$ cat src/cia_pkg.sv
// Constants and types shared by both ends of the indirect register port
package cia_pkg;
   localparam int unsigned DATA_W        = 16;             // Bus data width
   localparam int unsigned NUM_REGS      = 6;              // Internal registers
   localparam logic [15:0] INDEX_RESET   = 16'h0000;       // Address reg reset
   localparam logic [15:0] REG_RESET     = 16'h0000;       // Internal reg reset
   localparam int unsigned NARROW_BIT    = 7;              // Width select bit
   localparam int unsigned FIELD_LSB     = 1;              // Index field low
   localparam int unsigned FIELD_MSB     = 3;              // Index field high
   localparam int unsigned LANE_BIT      = 0;              // Byte lane bit
   localparam logic [15:0] INDEX_WMASK   = 16'h008f;       // Writable bits
   localparam logic [2:0]  LAST_INDEX    = 3'h5;           // Highest index
   localparam logic        SEL_ADDRESS   = 1'b1;           // Select high: addr
   localparam logic        SEL_DATA      = 1'b0;           // Select low: data

   // Host sequencer states, Gray coded along idle-addr-data-done
   typedef enum logic [1:0]
   {
      CIA_IDLE = 2'b00,
      CIA_ADDR = 2'b01,
      CIA_DATA = 2'b11,
      CIA_DONE = 2'b10
   } cia_state_e;

   // Build an address port value; reserved bits forced to zero
   function automatic logic [15:0] cia_index_word(input logic narrow,
                                                  input logic [2:0] idx,
                                                  input logic hi);
      cia_index_word = {8'h00, narrow, 3'h0, idx, hi};
   endfunction : cia_index_word
endpackage : cia_pkg

$ cat src/cia_if.sv
// Slave bus between the host end and the device end
`timescale 1ns/10ps
`default_nettype none
interface cia_if;
   logic        sel;      // Slave select strobe
   logic        we;       // Write when high
   logic        port_sel; // High: address port, low: data port
   logic [15:0] wdata;    // Write data
   logic [15:0] rdata;    // Read data, valid cycle after strobe
   logic        rvalid;   // Read data valid pulse

   modport dev  (input sel, we, port_sel, wdata, output rdata, rvalid);
   modport host (output sel, we, port_sel, wdata, input rdata, rvalid);
endinterface : cia_if
`default_nettype wire

$ cat src/cia_device.sv
// Device end: address port, data window and six internal registers
`timescale 1ns/10ps
`default_nettype none

// Functional notes
// - Address write, then data access uses index
// - Address port holds across data accesses
// - Select high address port, low data
// - Host writes reserved address bits as zero
// - Width bit set means 8-bit transfers
// - Host keeps width bit constant
// - Bits 3:1 index registers zero to five
// - Narrow mode lane bit picks high byte
// - Host clears lane bit in wide mode
// - Reset clears whole address port
// - Data write loads, read returns register
// - Only two locations visible on bus
module cia_device
(
   input  wire logic        clk_i,       // System clock
   input  wire logic        rst_i,       // Asynchronous reset, high
   cia_if.dev               bus,         // Slave bus
   output logic [15:0]      reg_val_o [6], // Register contents to core
   output logic             narrow_o     // 8-bit mode in force
);
   // Access sequence as seen on the slave bus:
   //   1. A strobe with the select pin high and write set loads the
   //      address port; reserved positions are masked off on the way in.
   //   2. Any later strobe with the select pin low reaches the register
   //      named by the index field, through the lane that the width and
   //      lane bits choose.
   // A data access never touches the index, so software may stream many
   // data accesses after one address write. The price is that a driver
   // must rewrite the index after any other code has used the port.
   // Width changes take effect on the very next data access; the host is
   // expected never to flip the width bit in normal operation, and no
   // attempt is made here to make such a flip harmless.
   // Read data is registered, so it appears one cycle after the strobe,
   // with a one-cycle valid pulse; the data itself holds until the next
   // read so a slow host may pick it up later.
   // Back to back strobes are fine: every strobe is taken on its own
   // edge and nothing here needs a recovery cycle.

   // All state in one struct, so reset and update stay in one place
   typedef struct packed
   {
      logic [15:0]      index;  // Address port, reserved bits held zero
      logic [5:0][15:0] regs;   // Internal registers, index 0 in [0]
      logic [15:0]      rdata;  // Read data, holds until next read
      logic             rvalid; // Read valid pulse, one cycle
   } cia_dev_s;

   // Reset image of the whole state; index zero means 16-bit mode
   localparam cia_dev_s DEV_RESET = '{
      index:  cia_pkg::INDEX_RESET,
      regs:   {cia_pkg::NUM_REGS{cia_pkg::REG_RESET}},
      rdata:  cia_pkg::REG_RESET,
      rvalid: 1'b0
   };

   cia_dev_s st_r;   // Registered state
   cia_dev_s st_nxt; // Next state, filled by one combinational process

   logic [2:0]  idx;    // Register index field of the address port
   logic        narrow; // 8-bit mode in force
   logic        hi;     // Lane select, meaningful in 8-bit mode only
   logic        hit;    // Index names one of the six registers
   logic [15:0] cur;    // Selected register value, zero for empty index

   // Merge a bus write into a register word; a narrow write changes
   // one byte and leaves the other as it was
   function automatic logic [15:0] merge_wr
   (
      input logic [15:0] old_val, // Register before the write
      input logic [15:0] bus_val, // Word on the bus
      input logic        narrow,  // 8-bit mode in force
      input logic        upper    // High byte addressed
   );
      logic [15:0] res; // Merged word
      res = old_val;
      if (!narrow)
      begin
         // Wide mode: the whole word is replaced
         res = bus_val;
      end
      else if (upper)
      begin
         // Narrow byte always travels in the low lane of the bus
         res[15:8] = bus_val[7:0];
      end
      else
      begin
         // Low byte addressed; the upper bus lane is ignored
         res[7:0] = bus_val[7:0];
      end
      return res;
   endfunction : merge_wr

   // Shape a register word for the bus; narrow reads return the chosen
   // byte in the low lane with the upper lane zero
   function automatic logic [15:0] format_rd
   (
      input logic [15:0] reg_val, // Selected register contents
      input logic        narrow,  // 8-bit mode in force
      input logic        upper    // High byte addressed
   );
      logic [15:0] res; // Word to return
      res = reg_val;
      if (narrow)
      begin
         if (upper)
         begin
            res = {8'h00, reg_val[15:8]};
         end
         else
         begin
            res = {8'h00, reg_val[7:0]};
         end
      end
      return res;
   endfunction : format_rd

   // Field decode of the address port
   always_comb
   begin
      idx = st_r.index[cia_pkg::FIELD_MSB:cia_pkg::FIELD_LSB];
      narrow = st_r.index[cia_pkg::NARROW_BIT];
      // Lane bit is decoded in wide mode too; it is ignored there
      hi = st_r.index[cia_pkg::LANE_BIT];
      // Indices six and seven name no register
      hit = (idx <= cia_pkg::LAST_INDEX);
      cur = hit ? st_r.regs[idx] : 16'h0000;
   end

   // Next state: address writes, data window reads and writes
   always_comb
   begin
      st_nxt = st_r;
      // Valid is a one-cycle pulse; it drops unless a read is taken now
      st_nxt.rvalid = 1'b0;
      if (bus.sel)
      begin
         // Only the two ports exist; the select pin picks one
         if (bus.port_sel == cia_pkg::SEL_ADDRESS)
         begin
            if (bus.we)
            begin
               // Reserved bits not stored, so they read back zero
               st_nxt.index = bus.wdata & cia_pkg::INDEX_WMASK;
            end
            else
            begin
               // Address port read back, for driver debug
               st_nxt.rdata  = st_r.index;
               st_nxt.rvalid = 1'b1;
            end
         end
         else
         begin
            // Data access leaves the index untouched
            if (bus.we)
            begin
               // Writes to an empty index are dropped
               if (hit)
               begin
                  st_nxt.regs[idx] = merge_wr(cur, bus.wdata, narrow, hi);
               end
            end
            else
            begin
               // Empty index reads zero because cur is zero there
               st_nxt.rdata  = format_rd(cur, narrow, hi);
               st_nxt.rvalid = 1'b1;
            end
         end
      end
   end

   // State register; reset clears address port to wide mode
   // The reset branch loads a constant image only, so the asynchronous
   // path never depends on live logic
   always_ff @(posedge clk_i or posedge rst_i)
   begin
      if (rst_i)
      begin
         st_r <= DEV_RESET;
      end
      else
      begin
         // Every field moves on every edge; holding is done in st_nxt
         st_r <= st_nxt;
      end
   end

   // Register contents fan out to the core straight from flip-flops
   always_comb
   begin
      for (int i = 0; i < cia_pkg::NUM_REGS; i++)
      begin
         reg_val_o[i] = st_r.regs[i];
      end
   end

   // Mode flag and read path are flip-flop bits, no logic in between
   assign narrow_o   = narrow;
   assign bus.rdata  = st_r.rdata;
   assign bus.rvalid = st_r.rvalid;
endmodule : cia_device
`default_nettype wire

$ cat src/flat_wrapper.sv
// flat-port wrapper written by rule: the top's interface ports become plain ports
module cia_device_flat 
  (clk_i, rst_i, reg_val_o, narrow_o, bus_sel, bus_we, bus_port_sel, bus_wdata, bus_rdata, bus_rvalid);
  cia_if bus_i ();
  input  wire logic clk_i;
  input  wire logic rst_i;
  output logic [15:0] reg_val_o[6];
  output logic narrow_o;
  input wire logic [$bits(bus_i.sel)-1:0] bus_sel;
  input wire logic [$bits(bus_i.we)-1:0] bus_we;
  input wire logic [$bits(bus_i.port_sel)-1:0] bus_port_sel;
  input wire logic [$bits(bus_i.wdata)-1:0] bus_wdata;
  output wire logic [$bits(bus_i.rdata)-1:0] bus_rdata;
  output wire logic [$bits(bus_i.rvalid)-1:0] bus_rvalid;
  assign bus_i.sel = bus_sel;
  assign bus_i.we = bus_we;
  assign bus_i.port_sel = bus_port_sel;
  assign bus_i.wdata = bus_wdata;
  assign bus_rdata = bus_i.rdata;
  assign bus_rvalid = bus_i.rvalid;
  cia_device u_core (.clk_i(clk_i), .rst_i(rst_i), .bus(bus_i), .reg_val_o(reg_val_o), .narrow_o(narrow_o));
endmodule
$ cat config.mk
export PLATFORM = sky130hd
export DESIGN_NAME = cia_device_flat
export DESIGN_NICKNAME = d
export VERILOG_FILES = /design/src/cia_pkg.sv /design/src/cia_if.sv /design/src/cia_device.sv /design/src/flat_wrapper.sv
export SDC_FILE = /design/constraint.sdc
export NUM_CORES = 1
export LEC_CHECK = 0
export ABC_AREA = 0
export BUFFER_PORTS_ARGS = -buffer_cell sky130_fd_sc_hd__buf_2
export CORE_MARGIN = 3
export CORE_UTILIZATION = 40
export DETAILED_ROUTE_END_ITERATION = 8
export PLACE_DENSITY = 0.61
export SETUP_SLACK_MARGIN = 0.4
export SLEW_MARGIN = 0
export SYNTH_ARGS = -nofsm -noshare
export SYNTH_HDL_FRONTEND = slang
export SYNTH_SLANG_ARGS = --single-unit
$ cat constraint.sdc
create_clock -name clk_i -period 9.6 [get_ports clk_i]
set_input_delay 0.48 -clock clk_i [delete_from_list [all_inputs] [get_ports clk_i]]
set_output_delay 0.48 -clock clk_i [all_outputs]
set_load 0.02 [all_outputs]
* Yosys cells after proc, flatten, opt, wreduce, memory -nomap -nowiden
Cells that the tools add are included.
Word-level totals: register bits 118, bits of input ports 21, output and inout bits 114, logic and storage cells 37
Cells by class: magnitude comparators 3, mux-type cells 19, bitwise operators 2, reduce and logical (&&, ||, !) cells 4
Operators with widths (count):
- $mux W16 | 9
- $bwmux W96 | 1
- $mux W17 | 3
- $bmux W16 S3 | 1
- $demux W16 S3 | 1
- $mux W8 | 3
- $lt A3 B4 Y1 const B | 1
- $reduce_and A4 Y1 | 1
- $ge A3 B1 Y1 const B | 1
- $le A3 B3 Y1 const B | 1
- $reduce_and A3 Y1 | 1
- $not A1 Y1 | 2
- $reduce_and A2 Y1 | 1
- $logic_and A1 B1 Y1 | 1
- $mux W1 | 1

* Depth between registers and ports, before layout
Gate-level depths: netlist (run 1).
depth in word-level cells 10, gate-level depth with buffers 7, mapped depth without buffers 5

* Least setup slack after synthesis (run 1)
Ideal clock, no wire load.
path type flip-flop to flip-flop, from register u_core.st_r, in the netlist u_core.idx[1], to register u_core.st_r, in the netlist u_core.reg_val_o[89], setup time 0.125 ns, arrival time 1.633 ns, required time 9.475 ns, slack 7.842 ns, cell stages (with the launch flop) 5, buffers on the path 1, period minus slack after synthesis 1.758 ns, cells stage by stage dfrtp_1 > buf_4 > or2_1 > nor4_4 > mux2_2
On the way: word-level cells in the longest chain between the ends 10, elaborated cells on any way between the ends 17, classes of those cells 3 x order compare; 12 x mux; 2 x reduce/logical
RTL lines:
- from (decl) | line cia_device.sv:61 | cia_dev_s st_r;
- from (signal assigned) | line cia_device.sv:191 | st_r <= st_nxt;
- $bmux W16 S3 | line cia_device.sv:132 | cur = hit ? st_r.regs[idx] : 16'h0000;
- $mux W16 (not written as such) | line cia_device.sv:132
- $mux W16 | line cia_device.sv:132
- $mux W8 | line cia_device.sv:86 | else if (upper)
- $mux W16 | line cia_device.sv:81 | if (!narrow)
- $mux W16 | line cia_device.sv:164 | if (hit)
- $mux W16 | line cia_device.sv:161 | if (bus.we)
- $mux W16 | line cia_device.sv:144 | if (bus.port_sel == cia_pkg::SEL_ADDRESS)
- $mux W16 | line cia_device.sv:141 | if (bus.sel)
- $bwmux W96 | line cia_device.sv:166 | st_nxt.regs[idx] = merge_wr(cur, bus.wdata, narrow, hi);
Parallel ways exist; a longest one is shown, timed or not. The select of a mux whose other input is x is not followed. A chain may end at the register's enable or synchronous reset.

* Worst setup path after layout (run 1)
from register u_core.st_r, in the netlist u_core.idx[2], to register u_core.st_r, in the netlist u_core.reg_val_o[72]
Same word-level chain as after synthesis.

==> flow_summary.json, run 1 <==
{
  "rows": 42,
  "end_kind": "flop",
  "cap_violations": 0,
  "synth.most_common_cell": "dfrtp_1",
  "seq_area_frac_synth_pct": 53.3,
  "grt_usage_pct": 23.2,
  "final_cells": 845,
  "core_um2": 13400,
  "period_needed_ns": 2.74,
  "netlist_top_cells_area": "dfrtp_1 53%, mux2i_1 6.7%, mux2_2 6.5%, o21ai_1 6.4%, nand2_1 6.4%",
  "hold_buffers": 0,
  "max_clock_freq_mhz": 364,
  "drt_iter0_markers": 347,
  "worstReg2RegStart": "u_core.idx[2]",
  "p_leak_nw": 3.42,
  "synthArstFlopShare_pct": 100,
  "path_max_fanout": 30,
  "yosys_warnings": 0,
  "via_per_inst": 5.54,
  "io_pins": 135,
  "setup_viol": 0,
  "synth_nets": 551,
  "relSlewSlack_pct": 25.5,
  "hold_path.class": "in2async",
  "clkTransAtPathRegs_ns": 0.06,
  "grt_pass1_vias": 4568,
  "die_area_um2": 15300,
  "die_h_um": 124,
  "peakVddDrop_v": 0.000151,
  "clock_skew_ns": 0.00905,
  "start_util_pct": 41.3,
  "finalCritPeriodShare_pct": 28.6,
  "dr.pass1.iters": 5,
  "synth_edf_count": 0,
  "synth_top_area_cell": "dfrtp_1",
  "tightestPinTransition_ns": 1.12,
  "slew_viol_final": 0,
  "place_inst": 813,
  "hold_violations": 0,
  "status": "completed",
  "synth_cell_types": 49,
  "drive_gt1_share_pct": 32.9,
  "netlist_area_um2": 5540,
  "clk-insertion-delay-late_ns": 0.42,
  "final_nets": 677,
  "cts_resized": 0,
  "power_mw": 2.49,
  "wl_per_cell_um": 20.2,
  "netlist_top_cells_count": "118 x dfrtp_1, 94 x nand2_1, 71 x o21ai_1",
  "clk_path_buf_depth": 2,
  "yosysTopAreaCellShare_pct": 53.3,
  "cts_tree": "yes",
  "ys_seq_elements": 118,
  "cts_setup_buffers": 0,
  "place_area_um2": 6300,
  "cts_made_buffers": 17,
  "fin_tns_setup_ns": 0,
  "place_hpwl_um": 12200,
  "synth_area_per_cell_um2": 10.5,
  "vias": 4680,
  "area_growth_pct": 25.1,
  "gp_congestion": 0.882,
  "root_buffer": "clkbuf_16",
  "cp.required_ns": 9.87,
  "io_buffers": 134,
  "final_area_um2": 6930,
  "overflow": 0,
  "die_x_um": 124,
  "htreeDepth": 4,
  "drc": 0,
  "finalWirelength_um": 17100,
  "grt_max_degree": 66,
  "diodes": 0,
  "rr_worst_depth": 5,
  "syn_inst": 530,
  "grt_pass1_wl_um": 26100,
  "reg2reg_slack_ns": 6.86,
  "rsz0062_at_grt": "no",
  "cp-start-kind": "flop",
  "synth_ff_type": "dfrtp_1",
  "ant_nets": 0,
  "antenna_found_initial": 0,
  "p_per_area_nw_per_um2": 359,
  "cts_sinks": 118,
  "cp.arrival_ns": 3.01,
  "timing.hold.ws_ns": 0.152,
  "critPathKind": "reg2reg",
  "rr_endpoint": "u_core.reg_val_o[72]"
}
==> sequential cells by signal, indices dropped and copies added, names as in the netlist <==
signal / flops
u_core.bus.rdata: 16
u_core.hi: 1
u_core.bus.rvalid: 1
u_core.reg_val_o: 96
u_core.narrow_o: 1
u_core.idx: 3
==> layer usage <==
| layer | global-route usage, % | vias to the layer above | part of all wire [%] |
|---|---|---|---|
| li1 | - | 2159 | - |
| met1 | 29.4 | 2274 | 40 |
| met2 | 38.1 | 206 | 50 |
| met3 | 4.77 | 41 | 7.0 |
| met4 | 10.6 | 0 | 3.1 |
| met5 | 0 | - | 0 |
==> placed cells by master (no fill, tap or decap), drive strengths merged, types with 2 or more instances in the layout <==
cell | Yosys | final
a211oi | 3 | 3
a22o | 4 | 4
clkbuf | 19 | 19
a311oi | 2 | 2
nand2b | 3 | 3
clkinvlp | 0 | 4
o221ai | 2 | 2
a221o | 2 | 2
o22ai | 10 | 10
mux2 | 36 | 36
mux2i | 37 | 37
clkinv | 0 | 5
and3 | 4 | 4
o21a | 4 | 4
o22a | 2 | 2
nor4 | 2 | 2
bufinv | 0 | 4
nor2b | 7 | 7
nand2 | 94 | 94
a21o | 3 | 3
buf | 12 | 138
dfrtp | 118 | 118
nor2 | 20 | 20
or3 | 5 | 5
inv | 10 | 10
a21oi | 18 | 18
nor3 | 11 | 11
a22oi | 2 | 2
a222oi | 2 | 2
a221oi | 5 | 5
o21ai | 83 | 83
==> worst max-delay path by stage <==
stage | start | to | slack, ns
final | u_core.idx[2] | u_core.reg_val_o[72] | 6.86
after global placement | u_core.idx[0] | u_core.reg_val_o[56] | 6.94
after global routing | u_core.idx[0] | u_core.reg_val_o[45] | 6.71
after floorplan | rst_i | u_core.bus.rdata[0] | 5.99
after detailed placement | u_core.idx[0] | u_core.reg_val_o[56] | 6.94
after CTS | u_core.idx[0] | u_core.reg_val_o[24] | 6.93
==> critical path: stages (launching register included) <==
cell	delay [ns]
dfrtp_1	0.75
nor2_1	0.49
a32o_1	0.25
a221oi_2	0.07
a222oi_1	0.85
o21ai_1	0.17
==> cell type report <==
type / instances / area [um^2]
sequential: 118 / 2950
inverter: 10 / 40.0
timing repair buffer: 138 / 701
fill: 1246 / 6470
clock inverter: 13 / 179
tap: 176 / 220
multi-input combinational: 371 / 2380
clock buffer: 19 / 453
==> power by group <==
| group | leakage (nW) | switching (mW) | internal [mW] |
|---|---|---|---|
| Combinational | 1.59 | 0.605 | 0.334 |
| Sequential | 1.52 | 0.180 | 0.693 |
| Clock | 0.301 | 0.230 | 0.445 |
==> stage by stage <==
step	util (%)	worst slack, ns
after CTS	51.7	6.93
final	51.7	6.86
after floorplan	-	5.99
after global placement	47.0	6.94
after global routing	51.7	6.71
after detailed placement	47.0	6.94
==> logic make-up (layout without fill, tap and decap cells) <==
| group | Yosys count | in the layout | synth area share [%] |
|---|---|---|---|
| simple gates | 148 | 148 | 11.9 |
| compound gates | 150 | 150 | 17.1 |
| buf+inv | 41 | 180 | 3.64 |
| flops | 118 | 118 | 53.3 |
| mux | 73 | 73 | 14.0 |
No activity file was read; power rests on OpenSTA's default activity.
==> inputs of run 2 (changes only) <==
--- a/config.mk
+++ b/config.mk
@@ -10,7 +10,7 @@
 export CORE_MARGIN = 3
 export CORE_UTILIZATION = 40
 export DETAILED_ROUTE_END_ITERATION = 8
-export PLACE_DENSITY = 0.61
+export PLACE_DENSITY = 0.63
 export SETUP_SLACK_MARGIN = 0.4
 export SLEW_MARGIN = 0
 export SYNTH_ARGS = -nofsm -noshare
==> constraint.sdc (replaced) <==
create_clock -name clk_i -period 2.25 [get_ports clk_i]
set_input_delay 0.1125 -clock clk_i [delete_from_list [all_inputs] [get_ports clk_i]]
set_output_delay 0.1125 -clock clk_i [all_outputs]
set_load 0.02 [all_outputs]
==> run 2 against run 1 <==
Clock-buffer cell count is 4 higher. Fmax is 44% higher. Utilization up 3.9 points. First-iteration DRC count down 6.9%. Via count up 3.4%. Critical path depth increased by 2. Sequential share of layout area shrank 3.0 points. Die area stayed put. Final area is 7.6% higher. Combinational power increased to 4.7 times the previous value. Wire length decreased by 1.5%. Largest power group unchanged.
==> flow_summary.json, run 2 (synthesized netlist as in run 1, its figures left out) <==
{
  "status": "completed",
  "cts_sinks": 118,
  "tightestPinTransition_ns": 0.641,
  "clock_skew_ns": 0.0131,
  "largest_reg_flops": 96,
  "drive_gt1_share_pct": 40.1,
  "final_common_cell": "buf_2",
  "clk_path_buf_depth": 2,
  "period_needed_ns": 1.91,
  "place_hpwl_um": 12100,
  "fin_tns_setup_ns": 0,
  "critPathSlowestCell": "dfrtp_2",
  "pre_cts_slack_ns": 0.241,
  "overflow": 0,
  "grt_max_degree": 119,
  "antenna_found_initial": 0,
  "p_leak_nw": 3.66,
  "final.fill_count": 1183,
  "grt_pass1_wl_um": 25000,
  "peakVddDrop_v": 0.000894,
  "relSlewSlack_pct": 57.3,
  "fin_ws_ns": 0.338,
  "dr.pass1.iters": 5,
  "grt_pass1_vias": 4524,
  "clkTransAtPathRegs_ns": 0.05,
  "setup_viol": 0,
  "cp-start-kind": "flop",
  "diodes": 0,
  "final_nets": 723,
  "htreeDepth": 4,
  "cts_tree": "yes",
  "most-common-layout-cells": "134 x buf_2, 115 x dfrtp_1, 90 x nand2_1",
  "cts_made_buffers": 17,
  "clk-insertion-delay-late_ns": 0.42,
  "reg2reg_slack_ns": 0.34,
  "ant_nets": 0,
  "end_kind": "flop",
  "vias": 4839,
  "path_max_fanout": 17,
  "max_clock_freq_mhz": 523,
  "cp.arrival_ns": 2.20,
  "start_util_pct": 41.3,
  "critPathKind": "reg2reg",
  "finalCritPeriodShare_pct": 85.0,
  "crit_chain": "buf_12, mux2_1, a222oi_1, buf_4, nand2_1, o21ai_4, o21ai_1",
  "die_area_um2": 15300,
  "root_buffer": "clkbuf_16",
  "via_per_inst": 5.43,
  "grt_usage_pct": 22.0,
  "drt_iter0_markers": 323,
  "gp_congestion": 0.870,
  "max_stage_delay_ns": 0.44,
  "io_pins": 135,
  "cp.required_ns": 2.54,
  "multi_input_area_um2": 2570,
  "die_h_um": 124,
  "rows": 42,
  "hold_violations": 0,
  "p_per_area_nw_per_um2": 1460,
  "area_growth_pct": 34.7,
  "drc": 0,
  "die_x_um": 124,
  "slew_viol_final": 0,
  "wl_per_cell_um": 18.9,
  "hold_path.class": "in2reg",
  "finalWirelength_um": 16800,
  "rsz0062_at_grt": "yes",
  "critPathTopFamily": "compound AO/OA/AOI/OAI gates",
  "cap_violations": 0,
  "seq_area_um2": 2960,
  "core_um2": 13400,
  "io_buffers": 134,
  "path_buf_inv": 2
}
## run 2: power by group
group	internal, mW	total [mW]	switching, mW	leakage [nW]
clock	1.79	2.73	0.945	0.287
combinational	1.73	4.42	2.70	1.85
sequential	2.96	3.73	0.772	1.52
## run 2: worst paths after layout
| path | to | start | cells after the start |
|---|---|---|---|
| worst max-delay path | u_core.reg_val_o[32] | u_core.idx[0] | 7 |
| worst min-delay path | u_core.idx[1] | bus_wdata[2] | 2 |
| worst max register to register | u_core.reg_val_o[32] | u_core.idx[0] | 7 |
| worst min register to register | u_core.bus.rdata[12] | u_core.bus.rdata[12] | 2 |
| max in group asynchronous | u_core.reg_val_o[81] | rst_i | 4 |
| min in group asynchronous | u_core.reg_val_o[28] | rst_i | 4 |
## run 2: per-layer routing
layer	track usage (%)	wire (um)	up-vias
met5	0	0	-
met4	7.20	200	0
met2	33.3	8010	166
li1	-	-	2256
met3	5.81	1150	26
met1	30.7	7470	2391
## run 2: repair_timing
action | CTS | global route
endpoints found under the setup margin | 66 | 88
hold buffers | 1 | 0
setup buffers | 3 | 18
resized for setup | 7 | 36
endpoints found under the hold margin | 118 | 0
pin swaps | 2 | 14
## run 2: stage by stage
step                      power [mW]  cell area, um^2  util (%)  cells  hold WS [ns]
final                           10.9             7460      55.7    891        0.0293
after CTS                       10.6             7140      53.3    873       0.00215
after detailed placement        7.81             6490      48.5    837         0.350
after global placement          7.72             6490      48.5    837         0.333
after global routing            11.5             7460      55.7    891        0.0313
after floorplan                 6.21             5540         -    530         0.263
## run 2: worst reg2reg max path: stages, from the launching register on
cell and delay [ns]:
dfrtp_2 0.44, buf_12 0.17, mux2_1 0.32, a222oi_1 0.36, buf_4 0.18, nand2_1 0.10
o21ai_4 0.11, o21ai_1 0.11
## run 2: final cells by class
cell class / count / share of cell area, %
sequential: 118 / 39.6
timing repair buffer: 184 / 14.5
multi-input combinational: 371 / 34.5
clock buffer: 23 / 6.27
clock inverter: 9 / 1.68
inverter: 10 / 0.553
tap: 176 / 2.95
==> inputs of run 3 (changes only) <==
--- a/config.mk
+++ b/config.mk
@@ -5,12 +5,12 @@
 export SDC_FILE = /design/constraint.sdc
 export NUM_CORES = 1
 export LEC_CHECK = 0
-export ABC_AREA = 0
+export ABC_AREA = 1
 export BUFFER_PORTS_ARGS = -buffer_cell sky130_fd_sc_hd__buf_2
 export CORE_MARGIN = 3
 export CORE_UTILIZATION = 40
 export DETAILED_ROUTE_END_ITERATION = 8
-export PLACE_DENSITY = 0.63
+export PLACE_DENSITY = 0.6
 export SETUP_SLACK_MARGIN = 0.4
 export SLEW_MARGIN = 0
 export SYNTH_ARGS = -nofsm -noshare
==> constraint.sdc (replaced) <==
create_clock -name clk_i -period 1.95 [get_ports clk_i]
set_input_delay 0.0975 -clock clk_i [delete_from_list [all_inputs] [get_ports clk_i]]
set_output_delay 0.0975 -clock clk_i [all_outputs]
set_load 0.02 [all_outputs]
==> run 3 against run 2 <==
Utilization increased by 3.1 points. Die area is 6.5% higher. Worst setup slack gained 0.019 ns. Critical path type unchanged.
==> flow_summary.json, run 3 <==
{
  "vias": 6051,
  "synthArstFlopShare_pct": 100,
  "dr.pass1.iters": 5,
  "max_clock_freq_mhz": 628,
  "crit_chain": "inv_8, clkbuf_16, nand2_2, nand3_2, nand2_2, nor2_4, nand2_2, nand3_4, nand2_2, nand2_1",
  "htreeDepth": 4,
  "final_cells": 1177,
  "synthMuxAreaShare_pct": 0,
  "max_stage_delay_ns": 0.48,
  "synth_area_per_cell_um2": 7.26,
  "combPwrFrac_pct": 40.7,
  "drive_gt1_share_pct": 35.8,
  "switching_share_pct": 41.8,
  "critPathKind": "reg2reg",
  "cts_made_buffers": 17,
  "die_x_um": 128,
  "critPathSlowestCell": "dfrtp_2",
  "seq_power_share_pct": 34.2,
  "cp_common_cell": "nand2_2",
  "grt_pass1_wl_um": 30900,
  "clkTransAtPathRegs_ns": 0.05,
  "via_per_inst": 5.14,
  "start_util_pct": 41.8,
  "final_common_cell": "nand2_1",
  "synth_top_family_by_area": "simple AND/OR/NAND/NOR gates",
  "grt_max_degree": 92,
  "root_buffer": "clkbuf_16",
  "ant_nets": 0,
  "yosysTopAreaCellShare_pct": 49.9,
  "die_area_um2": 16300,
  "yosys.area_share.xor_xnor_pct": 0,
  "netlist_top_cells_area": "dfrtp_1 50%, nand2_1 30%, nand3_1 4.1%, nor2_1 2.5%, o21ai_0 2.2%",
  "power_switching_mw": 4.93,
  "largest_reg_flops": 96,
  "yosys_warnings": 0,
  "synth.most_common_cell": "nand2_1",
  "cp.required_ns": 2.31,
  "status": "completed",
  "setup_viol": 0,
  "grt_pass1_vias": 5475,
  "rr_worst_depth": 10,
  "overflow": 0,
  "synth_nets": 836,
  "startpoint": "u_core.idx[0]",
  "peakVddDrop_v": 0.000685,
  "ys_seq_elements": 118,
  "wl_per_cell_um": 17.7,
  "core_um2": 14100,
  "diodes": 0,
  "cp.arrival_ns": 1.95,
  "rr_endpoint": "u_core.reg_val_o[46]",
  "final_nets": 1006,
  "cts_sinks": 118,
  "drc": 0,
  "most-common-layout-cells": "391 x nand2_1, 134 x buf_2, 115 x dfrtp_1",
  "place_inst": 1122,
  "worstReg2RegStart": "u_core.idx[0]",
  "end_kind": "flop",
  "synth_edf_count": 0,
  "grt_usage_pct": 24.7,
  "slew_viol_final": 0,
  "area_growth_pct": 40.5,
  "io_pins": 135,
  "timing.hold.ws_ns": 0.0549,
  "reg2reg_slack_ns": 0.36,
  "finalWirelength_um": 20800,
  "antenna_found_initial": 0,
  "relSlewSlack_pct": 58.3,
  "p_clk_share_pct": 25.1,
  "netlist_top_cells_count": "472 x nand2_1, 118 x dfrtp_1, 48 x nand3_1",
  "syn_inst": 815,
  "drt_iter0_markers": 597,
  "fin_util_pct": 58.8,
  "synthSimpleGateAreaFrac_pct": 39.8,
  "cp-start-kind": "flop",
  "yosys.area_share.adder_pct": 0,
  "gp_congestion": 0.854,
  "cap_violations": 0,
  "seq_area_frac_synth_pct": 49.9,
  "synth_compound_area_share_pct": 4.67,
  "rows": 43,
  "cts_tree": "yes",
  "synth_cell_types": 23,
  "clk-insertion-delay-late_ns": 0.42,
  "worstSetupEndpoint": "u_core.reg_val_o[46]",
  "hold_violations": 0,
  "finalCritPeriodShare_pct": 81.7,
  "tightestPinTransition_ns": 0.624,
  "clock_skew_ns": 0.00842,
  "p_per_area_nw_per_um2": 1420,
  "p_leak_nw": 4.59,
  "hold_path.class": "in2reg",
  "synth_top_area_cell": "dfrtp_1",
  "final.fill_count": 1332,
  "die_h_um": 128,
  "io_buffers": 134,
  "place_hpwl_um": 13800,
  "netlist_area_um2": 5920,
  "intPower_mw": 6.86,
  "period_needed_ns": 1.59,
  "fin_tns_setup_ns": 0,
  "clk_path_buf_depth": 2,
  "rsz0062_at_grt": "yes",
  "path_max_fanout": 8,
  "synth_ff_type": "dfrtp_1"
}
-- run 3: cell count changes after synthesis, sizes merged, moves of 22 or more --
cell,change
o21ai,-48
mux2i,-37
inv,+30
nor2,+22
mux2,-36
nand2,+379
nand3,+58
-- run 3: worst min path at each step --
| stage | startpoint | cells past startpoint | end |
|---|---|---|---|
| detailed placement | rst_i | 3 | u_core.reg_val_o[5] |
| finish | bus_wdata[7] | 3 | u_core.narrow_o |
| CTS | bus_wdata[7] | 3 | u_core.narrow_o |
| global placement | rst_i | 3 | u_core.reg_val_o[5] |
| global route | bus_wdata[7] | 3 | u_core.narrow_o |
| floorplan | bus_we | 1 | u_core.bus.rvalid |
-- run 3: cells by family after synthesis --
kind of cell,Yosys count
simple gates,577
flops,118
compound gates,47
buf+inv,73
-- run 3: power groups by stage --
stage / logic [mW] / clock network [mW] / registers (mW)
floorplan: 1.66 / 0 / 4.81
global placement: 4.00 / 0 / 4.03
detailed placement: 4.04 / 0 / 4.02
CTS: 4.22 / 3.00 / 4.00
global route: 5.22 / 3.11 / 4.14
finish: 4.79 / 2.96 / 4.03
-- run 3: metal layers --
metal	track usage (%)	share of wire, %
met1	35.3	44
met2	36.6	45
met3	6.35	8.7
met4	8.43	2.2
met5	0	0
-- run 3: repair_timing --
| action | CTS | global route |
|---|---|---|
| gates cloned | 0 | 6 |
| pin swaps | 2 | 53 |
| hold endpoints to repair | 121 | 0 |
| hold buffers | 5 | 0 |
| endpoints found under the setup margin | 104 | 104 |
| gates resized for setup | 39 | 151 |
| buffers inserted | 4 | 9 |
-- run 3: area by class of cell --
type | count | area (um^2) | area share [%]
multi-input cells | 624 | 3180 | 38.3
flip-flops and latches | 118 | 2960 | 35.6
repair buffers | 183 | 1210 | 14.6
clock inverters | 3 | 40.0 | 0.481
inverters | 41 | 181 | 2.18
clock buffers | 28 | 517 | 6.21
well taps | 180 | 225 | 2.71
-- run 3: critical path, delay by kind of cell, from the launching register on --
kind          cells  cell delay (ns)
simple gates      8             0.71
flops             1             0.48
buf+inv           2             0.33
-- run 3: per-stage QoR --
step	setup slack [ns]	power, mW	instance area, um^2
4_1_cts	0.367	11.2	7640
5_1_grt	0.279	12.5	8320
6_report	0.357	11.8	8320
3_5_place_dp	0.202	8.06	6850
2_1_floorplan	0.411	6.47	5920
3_3_place_gp	0.227	8.04	6850
